[src/verilog/bcm_pkg.sv]
package bcm_pkg;
    localparam logic [3:0] BCM_OP_BIT_CLEAR = 4'h9;
    localparam logic [7:0] BCM_OP_BRANCH_NEG = 8'he6;
    localparam logic [7:0] BCM_OP_MUL_LIT = 8'h0d;
    localparam logic [7:0] BCM_INDEXED_LIMIT = 8'h5f;
    localparam logic [3:0] BCM_ACCESS_BANK_LO = 4'h0;
    localparam logic [3:0] BCM_ACCESS_BANK_HI = 4'hf;
    localparam logic [7:0] BCM_ACCESS_SPLIT = 8'h60;
    localparam logic [20:0] BCM_PC_RESET = 21'h000000;
    localparam logic [7:0] BCM_PROD_RESET = 8'h00;
    localparam logic [20:0] BCM_PC_STEP = 21'h000002;
    typedef enum logic [1:0] {BCM_Q1, BCM_Q2, BCM_Q3, BCM_Q4} bcm_quarter_t;
endpackage : bcm_pkg

[src/verilog/bcm_mul8.sv]
`timescale 1ns/1ps
// registered 8x8 unsigned multiply; product captured on load pulse
module bcm_mul8
    import bcm_pkg::*;
(
    input wire logic core_clk_i,
    input wire logic rst_n_i,
    input wire logic load_i,
    input wire logic [7:0] wreg_i,
    input wire logic [7:0] lit_i,
    output logic [7:0] prod_hi_o,
    output logic [7:0] prod_lo_o
);
    logic [15:0] prod_reg;
    logic [15:0] prod_next;

    always_comb begin
        prod_next = prod_reg;
        if (load_i) begin
            prod_next = 16'(wreg_i) * 16'(lit_i);
        end
    end

    always_ff @(posedge core_clk_i) begin
        if (!rst_n_i) begin
            prod_reg <= {BCM_PROD_RESET, BCM_PROD_RESET};
        end else begin
            prod_reg <= prod_next;
        end
    end

    assign prod_hi_o = prod_reg[15:8];
    assign prod_lo_o = prod_reg[7:0];

    prod_value_a: assert property (@(posedge core_clk_i) disable iff (!rst_n_i)
        load_i |=> prod_reg == $past(wreg_i) * $past(lit_i))
        else $error("product does not match operands");
endmodule : bcm_mul8

[src/verilog/bcm_exec.sv]
`timescale 1ns/1ps
// Contract
// - bit-clear (1001 prefix) zeroes the chosen bit, keeps all other bits.
// - access operand 0 uses access bank; 1 uses bank select register.
// - extended set, access 0, address <= 95 uses indexed literal offset.
// - branch-on-negative (1110 0110) jumps only if negative flag set; flags untouched.
// - taken branch loads PC with branch address plus two plus twice offset.
// - taken branch lasts two cycles, second a no-op; untaken one, no write.
// - multiply-literal is unsigned 8x8 giving a 16-bit result.
// - product high byte to high register, low byte to low register.
// - multiply-literal recognised by 0000 1101 upper byte; lower byte is literal.
// - configuration bit enables extended set and indexed addressing; clear is legacy.
module bcm_exec
    import bcm_pkg::*;
(
    input wire logic core_clk_i,
    input wire logic rst_n_i,
    input wire logic extended_set_enable_i,
    input wire logic instr_valid_i,
    input wire logic [15:0] instr_i,
    input wire logic [20:0] instr_addr_i,
    input wire logic negative_flag_i,
    input wire logic [7:0] wreg_i,
    input wire logic [3:0] bank_select_reg_i,
    input wire logic [11:0] index_base_i,
    input wire logic [7:0] file_rdata_i,
    output logic [11:0] file_addr_o,
    output logic file_we_o,
    output logic [7:0] file_wdata_o,
    output logic pc_we_o,
    output logic [20:0] pc_next_o,
    output logic busy_o,
    output logic instr_ack_o,
    output logic [7:0] product_high_byte_o,
    output logic [7:0] product_low_byte_o,
    output logic flags_we_o
);
    bcm_quarter_t q_reg;
    bcm_quarter_t q_next;
    logic [15:0] ir_reg;
    logic [15:0] ir_next;
    logic [20:0] ia_reg;
    logic [20:0] ia_next;
    logic nop_reg;
    logic nop_next;
    logic extended_set_enable_reg;
    logic extended_set_enable_next;
    logic [11:0] addr_reg;
    logic [11:0] addr_next;
    logic fwe_reg;
    logic fwe_next;
    logic [7:0] fwd_reg;
    logic [7:0] fwd_next;
    logic pwe_reg;
    logic pwe_next;
    logic [20:0] pc_reg;
    logic [20:0] pc_next;
    logic ack_reg;
    logic ack_next;
    logic is_bcf;
    logic is_bn;
    logic is_mul;
    logic mul_load;
    logic [11:0] ea;

    // opcode decode on the latched instruction word
    assign is_bcf = ir_reg[15:12] == BCM_OP_BIT_CLEAR;
    assign is_bn = ir_reg[15:8] == BCM_OP_BRANCH_NEG;
    assign is_mul = ir_reg[15:8] == BCM_OP_MUL_LIT;

    // effective data address for bit-clear
    always_comb begin
        ea = {bank_select_reg_i, ir_reg[7:0]};
        if (!ir_reg[8]) begin
            if (extended_set_enable_reg && ir_reg[7:0] <= BCM_INDEXED_LIMIT) begin
                ea = index_base_i + 12'(ir_reg[7:0]);
            end else if (ir_reg[7:0] < BCM_ACCESS_SPLIT) begin
                ea = {BCM_ACCESS_BANK_LO, ir_reg[7:0]};
            end else begin
                ea = {BCM_ACCESS_BANK_HI, ir_reg[7:0]};
            end
        end
    end

    // one instruction cycle is four quarters; a taken branch adds a no-op cycle
    always_comb begin
        q_next = q_reg;
        ir_next = ir_reg;
        ia_next = ia_reg;
        nop_next = nop_reg;
        addr_next = addr_reg;
        fwe_next = 1'b0;
        fwd_next = fwd_reg;
        pwe_next = 1'b0;
        pc_next = pc_reg;
        ack_next = 1'b0;
        mul_load = 1'b0;
        extended_set_enable_next = extended_set_enable_reg;
        unique case (q_reg)
            BCM_Q1: begin
                if (instr_valid_i || nop_reg) begin
                    q_next = BCM_Q2;
                    if (!nop_reg) begin
                        ir_next = instr_i;
                        ia_next = instr_addr_i;
                        // taken with the word so a mid-instruction change cannot split modes
                        extended_set_enable_next = extended_set_enable_i;
                    end
                end
            end
            BCM_Q2: begin
                q_next = BCM_Q3;
                if (!nop_reg && is_bcf) begin
                    addr_next = ea;
                end
            end
            BCM_Q3: begin
                q_next = BCM_Q4;
                if (!nop_reg && is_bcf) begin
                    fwd_next = file_rdata_i & ~(8'h01 << ir_reg[11:9]);
                    fwe_next = 1'b1;
                end
                if (!nop_reg && is_mul) begin
                    mul_load = 1'b1;
                end
                if (!nop_reg && is_bn && negative_flag_i) begin
                    pc_next = ia_reg + BCM_PC_STEP
                        + 21'({{13{ir_reg[7]}}, ir_reg[7:0]} << 1);
                    pwe_next = 1'b1;
                end
            end
            BCM_Q4: begin
                q_next = BCM_Q1;
                nop_next = !nop_reg && pwe_reg;
                ack_next = !nop_reg;
            end
        endcase
    end

    always_ff @(posedge core_clk_i) begin
        if (!rst_n_i) begin
            q_reg <= BCM_Q1;
            ir_reg <= 16'h0000;
            ia_reg <= BCM_PC_RESET;
            nop_reg <= 1'b0;
            extended_set_enable_reg <= 1'b0;
            addr_reg <= 12'h000;
            fwe_reg <= 1'b0;
            fwd_reg <= 8'h00;
            pwe_reg <= 1'b0;
            pc_reg <= BCM_PC_RESET;
            ack_reg <= 1'b0;
        end else begin
            q_reg <= q_next;
            ir_reg <= ir_next;
            ia_reg <= ia_next;
            nop_reg <= nop_next;
            extended_set_enable_reg <= extended_set_enable_next;
            addr_reg <= addr_next;
            fwe_reg <= fwe_next;
            fwd_reg <= fwd_next;
            pwe_reg <= pwe_next;
            pc_reg <= pc_next;
            ack_reg <= ack_next;
        end
    end

    bcm_mul8 u_mul (
        .core_clk_i(core_clk_i),
        .rst_n_i(rst_n_i),
        .load_i(mul_load),
        .wreg_i(wreg_i),
        .lit_i(ir_reg[7:0]),
        .prod_hi_o(product_high_byte_o),
        .prod_lo_o(product_low_byte_o)
    );

    assign file_addr_o = addr_reg;
    assign file_we_o = fwe_reg;
    assign file_wdata_o = fwd_reg;
    assign pc_we_o = pwe_reg;
    assign pc_next_o = pc_reg;
    assign busy_o = q_reg != BCM_Q1 || nop_reg;
    assign instr_ack_o = ack_reg;
    // none of these three instructions touch status or working register
    assign flags_we_o = 1'b0;

    bit_clear_a: assert property (@(posedge core_clk_i) disable iff (!rst_n_i)
        file_we_o |-> (file_wdata_o & (8'h01 << ir_reg[11:9])) == 8'h00)
        else $error("bit-clear left selected bit set");
    branch_gate_a: assert property (@(posedge core_clk_i) disable iff (!rst_n_i)
        pc_we_o |-> $past(negative_flag_i) && is_bn)
        else $error("pc written without taken branch");
    branch_target_a: assert property (@(posedge core_clk_i) disable iff (!rst_n_i)
        pc_we_o |-> pc_next_o == 21'(ia_reg + 21'd2 + 21'({{13{ir_reg[7]}}, ir_reg[7:0]} << 1)))
        else $error("branch target wrong");
    branch_nop_a: assert property (@(posedge core_clk_i) disable iff (!rst_n_i)
        pc_we_o |-> ##2 nop_reg ##1 !pc_we_o [*4])
        else $error("taken branch lacks no-op cycle");
    indexed_addr_a: assert property (@(posedge core_clk_i) disable iff (!rst_n_i)
        (q_reg == BCM_Q2 && is_bcf && !nop_reg && !ir_reg[8] && extended_set_enable_reg
            && ir_reg[7:0] <= 8'h5f) |=> file_addr_o == $past(index_base_i) + 12'($past(ir_reg[7:0])))
        else $error("indexed address wrong");
    bank_addr_a: assert property (@(posedge core_clk_i) disable iff (!rst_n_i)
        (q_reg == BCM_Q2 && is_bcf && !nop_reg && ir_reg[8])
            |=> file_addr_o == {$past(bank_select_reg_i), $past(ir_reg[7:0])})
        else $error("banked address wrong");
    one_cycle_a: assert property (@(posedge core_clk_i) disable iff (!rst_n_i)
        (q_reg == BCM_Q1 && instr_valid_i && !nop_reg) |-> ##3 instr_ack_o == 1'b0 ##1 instr_ack_o)
        else $error("instruction not acked after four quarters");
    no_flags_a: assert property (@(posedge core_clk_i) disable iff (!rst_n_i)
        !flags_we_o)
        else $error("flags written");
    branch_skip_a: assert property (@(posedge core_clk_i) disable iff (!rst_n_i)
        (q_reg == BCM_Q3 && is_bn && !nop_reg && !negative_flag_i) |=> !pc_we_o ##1 !nop_reg)
        else $error("untaken branch wrote pc or idled");
    access_bank_a: assert property (@(posedge core_clk_i) disable iff (!rst_n_i)
        (q_reg == BCM_Q2 && is_bcf && !nop_reg && !ir_reg[8] && !extended_set_enable_reg)
            |=> file_addr_o[7:0] == $past(ir_reg[7:0])
            && file_addr_o[11:8] == (($past(ir_reg[7:0]) < 8'h60) ? 4'h0 : 4'hf))
        else $error("legacy access bank address wrong");
    ack_pulse_a: assert property (@(posedge core_clk_i) disable iff (!rst_n_i)
        instr_ack_o |=> !instr_ack_o)
        else $error("acknowledge longer than one cycle");
endmodule : bcm_exec

[config.mk]
export PLATFORM = sky130hd
export DESIGN_NAME = bcm_exec
export DESIGN_NICKNAME = d
export VERILOG_FILES = /design/src/verilog/bcm_pkg.sv /design/src/verilog/bcm_mul8.sv /design/src/verilog/bcm_exec.sv
export SDC_FILE = /design/constraint.sdc
export NUM_CORES = 1
export LEC_CHECK = 0
export BUFFER_PORTS_ARGS = -buffer_cell sky130_fd_sc_hd__buf_2
export CAP_MARGIN = 20
export CORE_MARGIN = 4
export CORE_UTILIZATION = 50
export DETAILED_ROUTE_END_ITERATION = 10
export HOLD_SLACK_MARGIN = 0.06
export PLACE_DENSITY = 0.73
export SLEW_MARGIN = 20
export SYNTH_ARGS = -nofsm -noshare
export SYNTH_HDL_FRONTEND = slang
export SYNTH_SLANG_ARGS = --single-unit
[constraint.sdc]
create_clock -name core_clk_i -period 6.9 [get_ports core_clk_i]
set_input_delay 0.345 -clock core_clk_i [delete_from_list [all_inputs] [get_ports core_clk_i]]
set_output_delay 0.345 -clock core_clk_i [all_outputs]
set_load 0.02 [all_outputs]
; Word-level counts from Yosys, hierarchy flattened
; Index checks and enable logic that the tools add are counted.
[totals]
register_bits = 101
in_bits = 74
output_inout_bits = 62
elab_cells = 55
[op_classes]
addsub = 3
multipliers = 1
order_cmp = 2
eq_ne = 7
shifts = 1
muxes = 9
bitwise_logic = 3
reduce_logical = 17
[op_table]
columns = operator, n
row1 = 12-bit 2-to-1 mux, 3
row2 = 21-bit by 2-bit adder with 21-bit output (second input constant), 1
row3 = 21-bit adder, 1
row4 = 8-bit by 8-bit multiplier with 16-bit output, 1
row5 = 12-bit by 8-bit adder with 12-bit output, 1
row6 = 2-bit AND reduction, 5
row7 = 8-bit AND, 1
row8 = 8-bit by 4-bit equality test with 1-bit output (second input constant), 1
row9 = 8-bit equality test (second input constant), 1
row10 = 8-bit by 7-bit <= comparator with 1-bit output (second input constant), 1
row11 = 8-bit by 7-bit less-than comparator with 1-bit output (second input constant), 1
row12 = 8-bit inverter, 1
row13 = 2-bit case mux with 4 select lines, 1
row14 = 1-bit by 3-bit left shift with 8-bit output (first input constant), 1
row15 = 1-bit logical AND, 6
row16 = 2-bit equality test (second input constant), 2
row17 = 4-bit equality test (second input constant), 1
row18 = 1-bit 2-to-1 mux, 4
row19 = 3-bit AND reduction, 1
row20 = 2-bit by 1-bit equality test with 1-bit output (second input constant), 1
row21 = 2-bit zero test, 1
row22 = 1-bit logical OR, 2
row23 = 2-bit 2-to-1 mux, 1
row24 = 2-bit inequality test (second input constant), 1
row25 = 3 further kinds, 3

; Depth between registers and ports, before layout
; Gate-level depths: netlist of the first run.
[logic_depth]
depth_word = 4
ltp_mapped = 17
mapped_depth_nobuf = 16

; Cells and area by module
; Synthesis of the first run repeated with hierarchy kept, for this count alone.
[unflattened]
hier_cells = 906
hier_area_um2 = 7587.3
[by_module_without_submodules]
columns = mod, n_inst, cells_per_inst, area_each_um2, seq_area_each_um2
row1 = bcm_exec, 1, 607, 4932.2, 1701.6
row2 = bcm_mul8, 1, 299, 2655.0, 320.3

; Least setup slack after synthesis of the first run
; No wires, ideal clock.
[synth_path]
path_kind = reg-to-reg
start = register ir_reg[7]
end = register u_mul.prod_reg[15]
setup_ps = 88
t_arrival_ps = 4765
t_required_ps = 6812
path_slack_ps = 2047
stages_incl_launch_ff = 16
path_buffers = 1
period_less_slack_ps = 4853
path_cell_list = dfxtp_1 > clkbuf_1 > and2_1 > fa_1 > fa_1 > fa_1 > inv_1 > fa_1 > inv_1 > ha_1 > a21o_1 > or3_1 > o211ai_1 > a21boi_0 > or3_1 > a311oi_2
[synth_between]
elab_chain_len = 1
[synth_lines]
columns = element, line
row1 = from (decl), bcm_exec.sv:40  ; logic [15:0] ir_reg;
row2 = from (signal assigned), bcm_exec.sv:155  ; ir_reg <= ir_next;
row3 = 8-bit by 8-bit multiplier with 16-bit output, bcm_mul8.sv:20  ; prod_next = 16'(wreg_i) * 16'(lit_i);
row4 = to (signal assigned), bcm_mul8.sv:26  ; prod_reg <= {BCM_PROD_RESET, BCM_PROD_RESET};
row5 = to (signal assigned), bcm_mul8.sv:28  ; prod_reg <= prod_next;
row6 = to (decl), bcm_mul8.sv:14  ; logic [15:0] prod_reg;
; No other way between the ends.
; A chain may end at the register's enable or synchronous reset.

; Worst setup path after layout of the first run
[layout_path]
start = register ir_reg[6]
end = register u_mul.prod_reg[15]
; Same word-level chain as after synthesis.

==> results.py, run 1 <==
metrics = {
    "die": {
        "std_cell_rows": 44,
        "height_of_the_chip_um": 129.9,
        "die_span_in_x_um": 129.9,
        "floorplan.initialDensity": 0.5110,
        "io_pins": 136,
        "design.core.area_sq_um": 14530,
        "die-area_sq_um": 16870,
    },
    "cells_and_area": {
        "synthToLayoutAreaGrowth_pct": 14.57,
        "finish.net_count": 1214,
        "share_of_post_route_cells_with_drive_strength_above_1": 0.1595,
        "postLayoutCellArea_sq_um": 8509,
        "final_core_utilization": 0.5855,
        "fillers": 1353,
    },
    "logic_synthesis": {
        "netlist_instances": 906,
        "ys_top_cells_by_area": "sky130_fd_sc_hd__dfxtp_1 27%, sky130_fd_sc_hd__ha_1 14%, sky130_fd_sc_hd__fa_1 10%",
        "synthFlopType": "sky130_fd_sc_hd__dfxtp_1",
        "synth_cell_type_count": 55,
        "synth_area_sq_um": 7427,
        "synth_enable_flop_cells": 0,
        "synth-seq-cells": 101,
        "synthDominantAreaCellType": "sky130_fd_sc_hd__dfxtp_1",
        "yosys_warnings": 0,
        "async_reset_ff_frac": 0,
        "avgSynthCellArea_sq_um": 8.198,
        "fraction_of_synthesized_cell_area_taken_by_the_top_area_cell_type": 0.2722,
        "yosysSeqAreaShare": 0.2722,
        "synth.net_count": 1103,
    },
    "status": {
        "outcome": "finished, final reports clean",
    },
    "power_and_ir_drop": {
        "pwr_density_cell_nw_per_um2": 242.5,
        "vdd.ir_drop.worst_v": 0.0002185,
        "p_leak_nw": 4.053,
    },
    "hold_path": {
        "worst_hold_path.endpoint": "ir_reg[10]",
        "worst_hold_path_type": "in -> reg",
        "worst_hold_path_cells": 3,
        "min_from": "instr_i[10]",
    },
    "global_routing": {
        "global_route.usage.total": 0.2334,
        "antenna_found_initial": 4,
        "globalRouteMet2Util": 0.3652,
        "global_route.overflow_total": 0,
        "grt_use_met3": 0.05403,
        "first_pass_grt_wire_length_um": 31500,
        "grtUsageMet1": 0.3255,
        "globalRoute.busiestLayer": "met2",
        "first_global_vias": 6371,
        "largest_net_degree_at_the_start_of_global_routing": 47,
    },
    "sta": {
        "final.min_clock_period_ns": 4.847,
        "fin_skew_ns": 0.008481,
        "timing.slew.headroom": 0.4803,
        "final_hold_viol_count": 0,
        "fin_hold_ws_ns": 0.2234,
        "setup_viol": 0,
        "setup_repair_after_global_routing_missed_its_margin": "no",
        "slew_violations": 0,
        "setup_ws_ns": 2.053,
        "fmaxAchievable_mhz": 206.3,
        "final.setup.tns_ns": 0,
        "post-route-period-util": 0.7025,
        "max_slew.worst_pin.slew_ns": 0.7795,
    },
    "clock_network": {
        "clk_latency_ns": 0.35,
        "postCtsSetupRepairBufs": 0,
        "cts_repair_resizes": 0,
        "clk_path_buf_depth": 2,
        "htreeDepth": 3,
        "tritoncts_num_sinks": 101,
        "clkTransAtPathRegs_ns": 0.07,
        "cts_tree": "built",
        "cts_buffers": 9,
        "cts_root_buf": "sky130_fd_sc_hd__clkbuf_16",
        "cts_hold_repair.buffers": 0,
    },
    "worst_setup_path": {
        "critical_path_peak_fanout": 13,
        "r2r_setup_slack_ns": 2.05,
        "crit-reg2reg-launch": "ir_reg[6]",
        "crit_type": "reg -> reg",
        "critPathCaptureType": "register",
        "worstSetupStartpointType": "register",
        "worst_setup_path_startpoint": "ir_reg[6]",
        "reg2reg_depth": 14,
        "critical_path_required_ns": 7.16,
        "crit-reg2reg-capture": "u_mul.prod_reg[15]",
        "data_arrival_time_of_the_critical_path_ns": 5.11,
    },
    "drt": {
        "viasPerCell": 5.537,
        "first_iter_violations": 414,
        "finalWirelength_um": 19140,
        "drt-pass1-iter-count": 5,
        "ant_nets": 0,
        "routedWlPerCell_um": 15.86,
        "via_count": 6683,
        "drt_drc_violations_left": 0,
    },
    "place": {
        "detailed_place.area_sq_um": 8203,
        "dp_hpwl_um": 14750,
        "final_weighted_congestion_in_routability_driven_placement": 0.8593,
        "portBuffers": 134,
        "placement.setup.worst_slack_ns": 2.066,
    },
    "run": {
        "timing.max_cap.violations": 0,
    },
}
==> report_power, final <==
group          internal, mW  switching [mW]
clock                 0.301           0.220
combinational         0.329           0.513
sequential            0.633          0.0672
==> per-stage QoR <==
stage | cells | power [mW]
after global routing | 1207 | 2.232
after floorplan | 906 | 1.326
after global placement | 1190 | 1.533
after CTS | 1206 | 2.079
final | 1207 | 2.064
after detailed placement | 1190 | 1.546
==> worst max path at each step <==
stage,depth (start not counted),slack (ns),end
3_5_place_dp,14,2.07,u_mul.prod_reg[15]
4_1_cts,14,2.04,u_mul.prod_reg[15]
5_1_grt,14,1.82,u_mul.prod_reg[15]
3_3_place_gp,14,2.18,u_mul.prod_reg[15]
2_1_floorplan,15,2.05,u_mul.prod_reg[15]
6_report,14,2.05,u_mul.prod_reg[15]
==> cells by family after synthesis <==
group,after synthesis,synth area share
AOI/OAI and AO/OA,212,0.1703
and+or+nand+nor,334,0.2177
adders and majority gates,123,0.2456
muxes,6,0.008255
DFF,101,0.2722
buffers and inverters,102,0.05357
other,1,0.0005049
xor gates and xnor gates,27,0.03184
==> critical path, cell delays in order (launching register included) <==
cell and delay, ns:
sky130_fd_sc_hd__dfxtp_1 0.63, sky130_fd_sc_hd__and2_1 0.23, sky130_fd_sc_hd__fa_1 0.46, sky130_fd_sc_hd__fa_1 0.53
sky130_fd_sc_hd__fa_1 0.54, sky130_fd_sc_hd__inv_1 0.06, sky130_fd_sc_hd__fa_1 0.53, sky130_fd_sc_hd__inv_1 0.04
sky130_fd_sc_hd__ha_1 0.35, sky130_fd_sc_hd__a21o_1 0.21, sky130_fd_sc_hd__or3_1 0.34, sky130_fd_sc_hd__o211ai_1 0.18
sky130_fd_sc_hd__a21boi_0 0.11, sky130_fd_sc_hd__or3_1 0.33, sky130_fd_sc_hd__a311oi_2 0.22
==> cell usage in the layout (no fill, tap or decap), types with 7 or more instances in the layout <==
cell type                   synthesis  final
sky130_fd_sc_hd__dfxtp_1          101    101
sky130_fd_sc_hd__xnor2_1           17     17
sky130_fd_sc_hd__and3_1             7      7
sky130_fd_sc_hd__o21ai_0           35     35
sky130_fd_sc_hd__and2_1            52     52
sky130_fd_sc_hd__xor2_1            10     10
sky130_fd_sc_hd__clkbuf_16          0      9
sky130_fd_sc_hd__a31oi_1           12     12
sky130_fd_sc_hd__nand3_1           32     32
sky130_fd_sc_hd__a211oi_1          12     12
sky130_fd_sc_hd__buf_2              2    134
sky130_fd_sc_hd__nor2_1            35     34
sky130_fd_sc_hd__nand2b_1           8      8
sky130_fd_sc_hd__ha_1              85     85
sky130_fd_sc_hd__a21o_1            11     11
sky130_fd_sc_hd__fa_1              38     38
sky130_fd_sc_hd__o211ai_1          12     12
sky130_fd_sc_hd__nand2_1          156    156
sky130_fd_sc_hd__a21oi_1          103    103
sky130_fd_sc_hd__inv_1             64     63
==> layer usage <==
layer | part of all wire | up-vias
met2 | 0.45 | 211
met1 | 0.46 | 3093
met3 | 0.070 | 38
li1 | - | 3335
met4 | 0.019 | 6
met5 | 0.0011 | -
==> synthesized netlist by cell type (5+ instances only) <==
master,number
sky130_fd_sc_hd__nor2_1,35
sky130_fd_sc_hd__and2_1,52
sky130_fd_sc_hd__o211ai_1,12
sky130_fd_sc_hd__nor2b_1,6
sky130_fd_sc_hd__nor3_1,5
sky130_fd_sc_hd__xor2_1,10
sky130_fd_sc_hd__xnor2_1,17
sky130_fd_sc_hd__a31oi_1,12
sky130_fd_sc_hd__a21o_1,11
sky130_fd_sc_hd__ha_1,85
sky130_fd_sc_hd__or3_1,5
sky130_fd_sc_hd__a21oi_1,103
sky130_fd_sc_hd__inv_1,64
sky130_fd_sc_hd__clkbuf_1,28
sky130_fd_sc_hd__nand3_1,32
sky130_fd_sc_hd__o21ai_0,35
sky130_fd_sc_hd__and3_1,7
sky130_fd_sc_hd__o311ai_0,6
sky130_fd_sc_hd__a211oi_1,12
sky130_fd_sc_hd__nand2b_1,8
sky130_fd_sc_hd__dfxtp_1,101
sky130_fd_sc_hd__fa_1,38
sky130_fd_sc_hd__mux2i_1,5
sky130_fd_sc_hd__nand2_1,156
==> cell type report <==
type	count	area, sq um	area share
multi-input combinational	703	5010	0.5887
inverter	64	240.2	0.02823
clock inverter	3	43.79	0.005146
sequential	101	2022	0.2376
timing repair buffer	138	700.7	0.08234
antenna	1	2.502	0.0002941
clock buffer	13	260.3	0.03058
tap	184	230.2	0.02705
Power figures use the tool's default switching activity.
==> inputs of run 2 (changes only) <==
- clock period: 6.9 -> 4.6 ns (I/O delays scaled with it)
==> results.py, run 2 (same netlist as run 1, synthesis figures left out) <==
metrics = {
    "cells_and_area": {
        "final_cells": 1221,
        "mostFrequentLayoutCell": "sky130_fd_sc_hd__nand2_1",
        "synthToLayoutAreaGrowth_pct": 16.46,
        "fillers": 1394,
        "final_cell_mix": "155 x sky130_fd_sc_hd__nand2_1, 134 x sky130_fd_sc_hd__buf_2, 103 x sky130_fd_sc_hd__a21oi_1",
        "share_of_post_route_cells_with_drive_strength_above_1": 0.1786,
        "finish.net_count": 1228,
        "final_core_utilization": 0.5951,
        "postLayoutCellArea_sq_um": 8650,
    },
    "drt": {
        "drt_drc_violations_left": 0,
        "finalWirelength_um": 19510,
        "ant_nets": 0,
        "drt-pass1-iter-count": 5,
        "first_iter_violations": 398,
        "viasPerCell": 5.545,
        "routedWlPerCell_um": 15.98,
        "via_count": 6770,
    },
    "power_and_ir_drop": {
        "pwr-share-clk": 0.249,
        "p_leak_nw": 4.126,
        "vdd.ir_drop.worst_v": 0.0004166,
        "switchingPower_mw": 1.219,
        "sequentialPowerShare": 0.326,
        "comb_power_share": 0.425,
        "sw_frac_of_total": 0.3868,
        "internal_power_mw": 1.932,
        "pwr_density_cell_nw_per_um2": 364.3,
    },
    "sta": {
        "max_slew.worst_pin.slew_ns": 0.9686,
        "fmaxAchievable_mhz": 225.4,
        "final.min_clock_period_ns": 4.436,
        "setup_viol": 0,
        "timing.slew.headroom": 0.3536,
        "final_hold_viol_count": 0,
        "post-route-period-util": 0.9643,
        "slew_violations": 0,
        "fin_skew_ns": 0.009759,
    },
    "clock_network": {
        "cts_root_buf": "sky130_fd_sc_hd__clkbuf_16",
        "cts_tree": "built",
        "cts_hold_repair.buffers": 0,
        "tritoncts_num_sinks": 101,
        "clkTransAtPathRegs_ns": 0.07,
        "cts_buffers": 9,
        "clk_latency_ns": 0.35,
        "htreeDepth": 3,
        "clk_path_buf_depth": 2,
    },
    "global_routing": {
        "globalRouteMet2Util": 0.3791,
        "global_route.usage.total": 0.2343,
        "global_route.overflow_total": 0,
        "grtUsageMet1": 0.3095,
        "largest_net_degree_at_the_start_of_global_routing": 43,
        "antenna_found_initial": 2,
        "first_pass_grt_wire_length_um": 31580,
        "globalRoute.busiestLayer": "met2",
        "first_global_vias": 6326,
        "grt_use_met3": 0.06508,
    },
    "hold_path": {
        "worst_hold_path_type": "in -> reg",
        "worst_hold_path_cells": 3,
    },
    "die": {
        "die-area_sq_um": 16870,
        "die_span_in_x_um": 129.9,
        "height_of_the_chip_um": 129.9,
        "floorplan.initialDensity": 0.5110,
        "design.core.area_sq_um": 14530,
        "io_pins": 136,
        "std_cell_rows": 44,
    },
    "worst_setup_path": {
        "critPathCaptureType": "register",
        "data_arrival_time_of_the_critical_path_ns": 4.70,
        "critical_path_peak_fanout": 7,
        "crit_type": "reg -> reg",
        "r2r_setup_slack_ns": 0.16,
        "reg2reg_depth": 15,
        "worstSetupStartpointType": "register",
        "critical_path_required_ns": 4.86,
    },
    "place": {
        "dpl.cell_count": 1202,
        "detailed_place.area_sq_um": 8297,
        "final_weighted_congestion_in_routability_driven_placement": 0.8962,
        "dp_hpwl_um": 15120,
        "portBuffers": 134,
    },
    "run": {
        "timing.max_cap.violations": 0,
    },
    "status": {
        "outcome": "finished, final reports clean",
    },
}
-- run 2: cell types whose count changed in the layout (fill, tap and decap cells not counted), sizes merged --
cell,delta
buf,+14
-- run 2: stage by stage --
step                setup slack, ns  TNS [ns]  hold WS, ns  total power, mW
finish                       0.1641         0       0.1149            3.151
global route               -0.05789  -0.05789       0.1090            3.414
CTS                         0.07605         0       0.1043            3.147
detailed placement          0.04732         0       0.4429            2.355
global placement             0.1283         0       0.4369            2.337
floorplan                   0.01237         0       0.3556            1.991
-- run 2: metal layers --
metal	share of wire	wire (um)	up-vias
met4	0.021	403	4
met5	0.0015	30	-
li1	-	-	3369
met3	0.070	1372	37
met1	0.46	8901	3147
met2	0.45	8798	213
-- run 2: power by group through the flow --
stage	Combinational (mW)	Clock [mW]	Sequential, mW
3_3_place_gp	1.30	0	1.04
4_1_cts	1.33	0.797	1.02
3_5_place_dp	1.31	0	1.04
5_1_grt	1.54	0.832	1.04
6_report	1.34	0.785	1.03
2_1_floorplan	0.964	0	1.03
-- run 2: area by class of cell --
class                      count  area, sq um  area share
antenna                        1        2.502   0.0002893
clock buffer                  13        260.3     0.03009
clock inverter                 3        43.79    0.005063
inverter                      64        240.2     0.02777
multi-input combinational    703         5030      0.5815
sequential                   101         2033      0.2351
tap                          184        230.2     0.02662
timing repair buffer         152        809.5     0.09359
-- run 2: path summary, 6_finish.rpt --
check | from | end
max | ir_reg[4] | u_mul.prod_reg[15]
min | instr_addr_i[15] | ia_reg[15]
max reg2reg | ir_reg[4] | u_mul.prod_reg[15]
min reg2reg | pc_next_o[8] | pc_next_o[8]
-- run 2: critical path, stage by stage (launching register included) --
cell	delay [ns]
sky130_fd_sc_hd__dfxtp_2	0.36
sky130_fd_sc_hd__buf_4	0.17
sky130_fd_sc_hd__and2_1	0.16
sky130_fd_sc_hd__fa_1	0.55
sky130_fd_sc_hd__fa_1	0.44
sky130_fd_sc_hd__fa_1	0.54
sky130_fd_sc_hd__inv_1	0.05
sky130_fd_sc_hd__fa_1	0.52
sky130_fd_sc_hd__inv_1	0.04
sky130_fd_sc_hd__ha_1	0.36
sky130_fd_sc_hd__o21ai_0	0.22
sky130_fd_sc_hd__nand2b_1	0.13
sky130_fd_sc_hd__o211ai_1	0.11
sky130_fd_sc_hd__a21boi_1	0.10
sky130_fd_sc_hd__or3_1	0.32
sky130_fd_sc_hd__a311oi_2	0.27
-- run 2: what timing repair did --
| item | CTS | global route |
|---|---|---|
| resized for setup | 0 | 10 |
| setup endpoints to repair | 0 | 1 |
| setup buffers | 0 | 2 |
==> inputs of run 3 (changes only) <==
- CORE_UTILIZATION: 50 -> 55
- PLACE_DENSITY: 0.73 -> 0.79
==> results.py, run 3 (same netlist as run 1, synthesis figures left out) <==
metrics = {
    "global_routing": {
        "global_route.overflow_total": 0,
        "first_global_vias": 6648,
        "antenna_found_initial": 2,
        "global_route.usage.total": 0.2542,
        "first_pass_grt_wire_length_um": 32640,
        "largest_net_degree_at_the_start_of_global_routing": 54,
    },
    "worst_setup_path": {
        "crit_type": "reg -> reg",
        "worstSetupStartpointType": "register",
        "critical_path_required_ns": 4.87,
        "slowest_stage": "sky130_fd_sc_hd__fa_1",
        "critPathCaptureType": "register",
        "cp_cell_sequence": "buf_4 -> and2_1 -> fa_1 -> fa_1 -> fa_1 -> inv_1 -> fa_1 -> inv_1 -> ha_1 -> a21o_1 -> or3_4 -> o211ai_1 -> a21boi_1 -> or3_1 -> a311oi_2",
        "data_arrival_time_of_the_critical_path_ns": 4.68,
        "critical_path_most_common_cell": "sky130_fd_sc_hd__fa_1",
        "worst_path_largest_cell_delay_ns": 0.53,
        "critical_path_peak_fanout": 6,
    },
    "die": {
        "height_of_the_chip_um": 124.2,
        "die_span_in_x_um": 124.2,
        "floorplan.initialDensity": 0.5608,
        "io_pins": 136,
        "std_cell_rows": 42,
        "die-area_sq_um": 15430,
        "design.core.area_sq_um": 13240,
    },
    "clock_network": {
        "tritoncts_num_sinks": 101,
        "cts_root_buf": "sky130_fd_sc_hd__clkbuf_16",
        "clk_path_buf_depth": 2,
        "cts_buffers": 9,
        "clk_latency_ns": 0.35,
        "cts_hold_repair.buffers": 0,
        "cts_tree": "built",
        "clkTransAtPathRegs_ns": 0.07,
        "htreeDepth": 3,
    },
    "power_and_ir_drop": {
        "p_leak_nw": 4.129,
        "vdd.ir_drop.worst_v": 0.0003120,
        "pwr_density_cell_nw_per_um2": 364.4,
    },
    "sta": {
        "setup_viol": 0,
        "final.setup.tns_ns": 0,
        "fin_skew_ns": 0.008577,
        "max_slew.worst_pin.slew_ns": 0.9110,
        "final.min_clock_period_ns": 4.408,
        "timing.slew.headroom": 0.3918,
        "post-route-period-util": 0.9583,
        "fmaxAchievable_mhz": 226.8,
        "setup_repair_after_global_routing_missed_its_margin": "no",
        "fin_hold_ws_ns": 0.1111,
        "slew_violations": 0,
        "final_hold_viol_count": 0,
    },
    "cells_and_area": {
        "multi_input_gate_area_in_the_final_layout_sq_um": 5015,
        "mostFrequentLayoutCell": "sky130_fd_sc_hd__nand2_1",
        "share_of_post_route_cells_with_drive_strength_above_1": 0.1802,
        "final_cell_mix": "156 x sky130_fd_sc_hd__nand2_1, 134 x sky130_fd_sc_hd__buf_2, 103 x sky130_fd_sc_hd__a21oi_1",
        "finish.net_count": 1230,
        "fillers": 1176,
        "insertedDiodeCount": 0,
        "synthToLayoutAreaGrowth_pct": 16.29,
        "area.sequential_sq_um": 2034,
    },
    "drt": {
        "first_iter_violations": 354,
        "drt_drc_violations_left": 0,
        "via_count": 6807,
        "finalWirelength_um": 19340,
        "ant_nets": 0,
        "routedWlPerCell_um": 15.93,
        "viasPerCell": 5.607,
        "drt-pass1-iter-count": 5,
    },
    "place": {
        "dp_hpwl_um": 14890,
        "portBuffers": 134,
        "final_weighted_congestion_in_routability_driven_placement": 0.9121,
    },
    "status": {
        "outcome": "finished, final reports clean",
    },
    "run": {
        "timing.max_cap.violations": 0,
    },
    "hold_path": {
        "worst_hold_path_type": "in -> reg",
    },
}
## run 3: final timing paths
check,from,end,slack [ns],depth (start not counted)
worst max-delay path,ir_reg[2],u_mul.prod_reg[15],0.19,15
worst min register to register,pc_next_o[7],pc_next_o[7],0.45,2
worst max register to register,ir_reg[2],u_mul.prod_reg[15],0.19,15
worst min-delay path,instr_addr_i[11],ia_reg[11],0.11,3
## run 3: final cells by class
type,instances,area share
Clock buffer,10,0.02651
Clock inverter,6,0.008112
Inverter,64,0.02781
Multi-Input combinational cell,703,0.5806
Sequential cell,101,0.2355
Tap cell,176,0.02550
Timing Repair Buffer,154,0.09590
## run 3: power by group
group / internal, mW / total [mW] / switching (mW)
sequential: 0.952 / 1.03 / 0.0763
combinational: 0.528 / 1.34 / 0.807
clock: 0.427 / 0.784 / 0.357
## run 3: routing by layer
layer | vias to the layer above | track usage | routed length [um]
li1 | 3373 | - | -
met1 | 3192 | 0.3406 | 8823
met2 | 212 | 0.4065 | 8792
met3 | 28 | 0.06271 | 1355
met4 | 2 | 0.07801 | 351
met5 | - | 0 | 13
## run 3: stage by stage
| step | setup slack [ns] | util | power (mW) | instances | area, sq um |
|---|---|---|---|---|---|
| floorplan | 0.01237 | - | 1.991 | 906 | 7432 |
| global placement | 0.1283 | 0.6269 | 2.319 | 1196 | 8302 |
| detailed placement | 0.02802 | 0.6269 | 2.353 | 1196 | 8302 |
| CTS | 0.03360 | 0.6495 | 3.145 | 1212 | 8601 |
| global route | 0.005046 | 0.6522 | 3.390 | 1214 | 8637 |
| finish | 0.1918 | 0.6522 | 3.148 | 1214 | 8637 |
## run 3: timing repair
action	in CTS	in global routing
buffers inserted	0	2
gates resized for setup	0	11
setup endpoints to repair	0	1
## run 3: worst max-delay path: cells and delay by family (launching register included)
family / cells / cell delay [ns]
buffers and inverters: 3 / 0.26
and+or+nand+nor: 3 / 0.80
AOI/OAI and AO/OA: 4 / 0.74
adders and majority gates: 5 / 2.14
DFF: 1 / 0.37
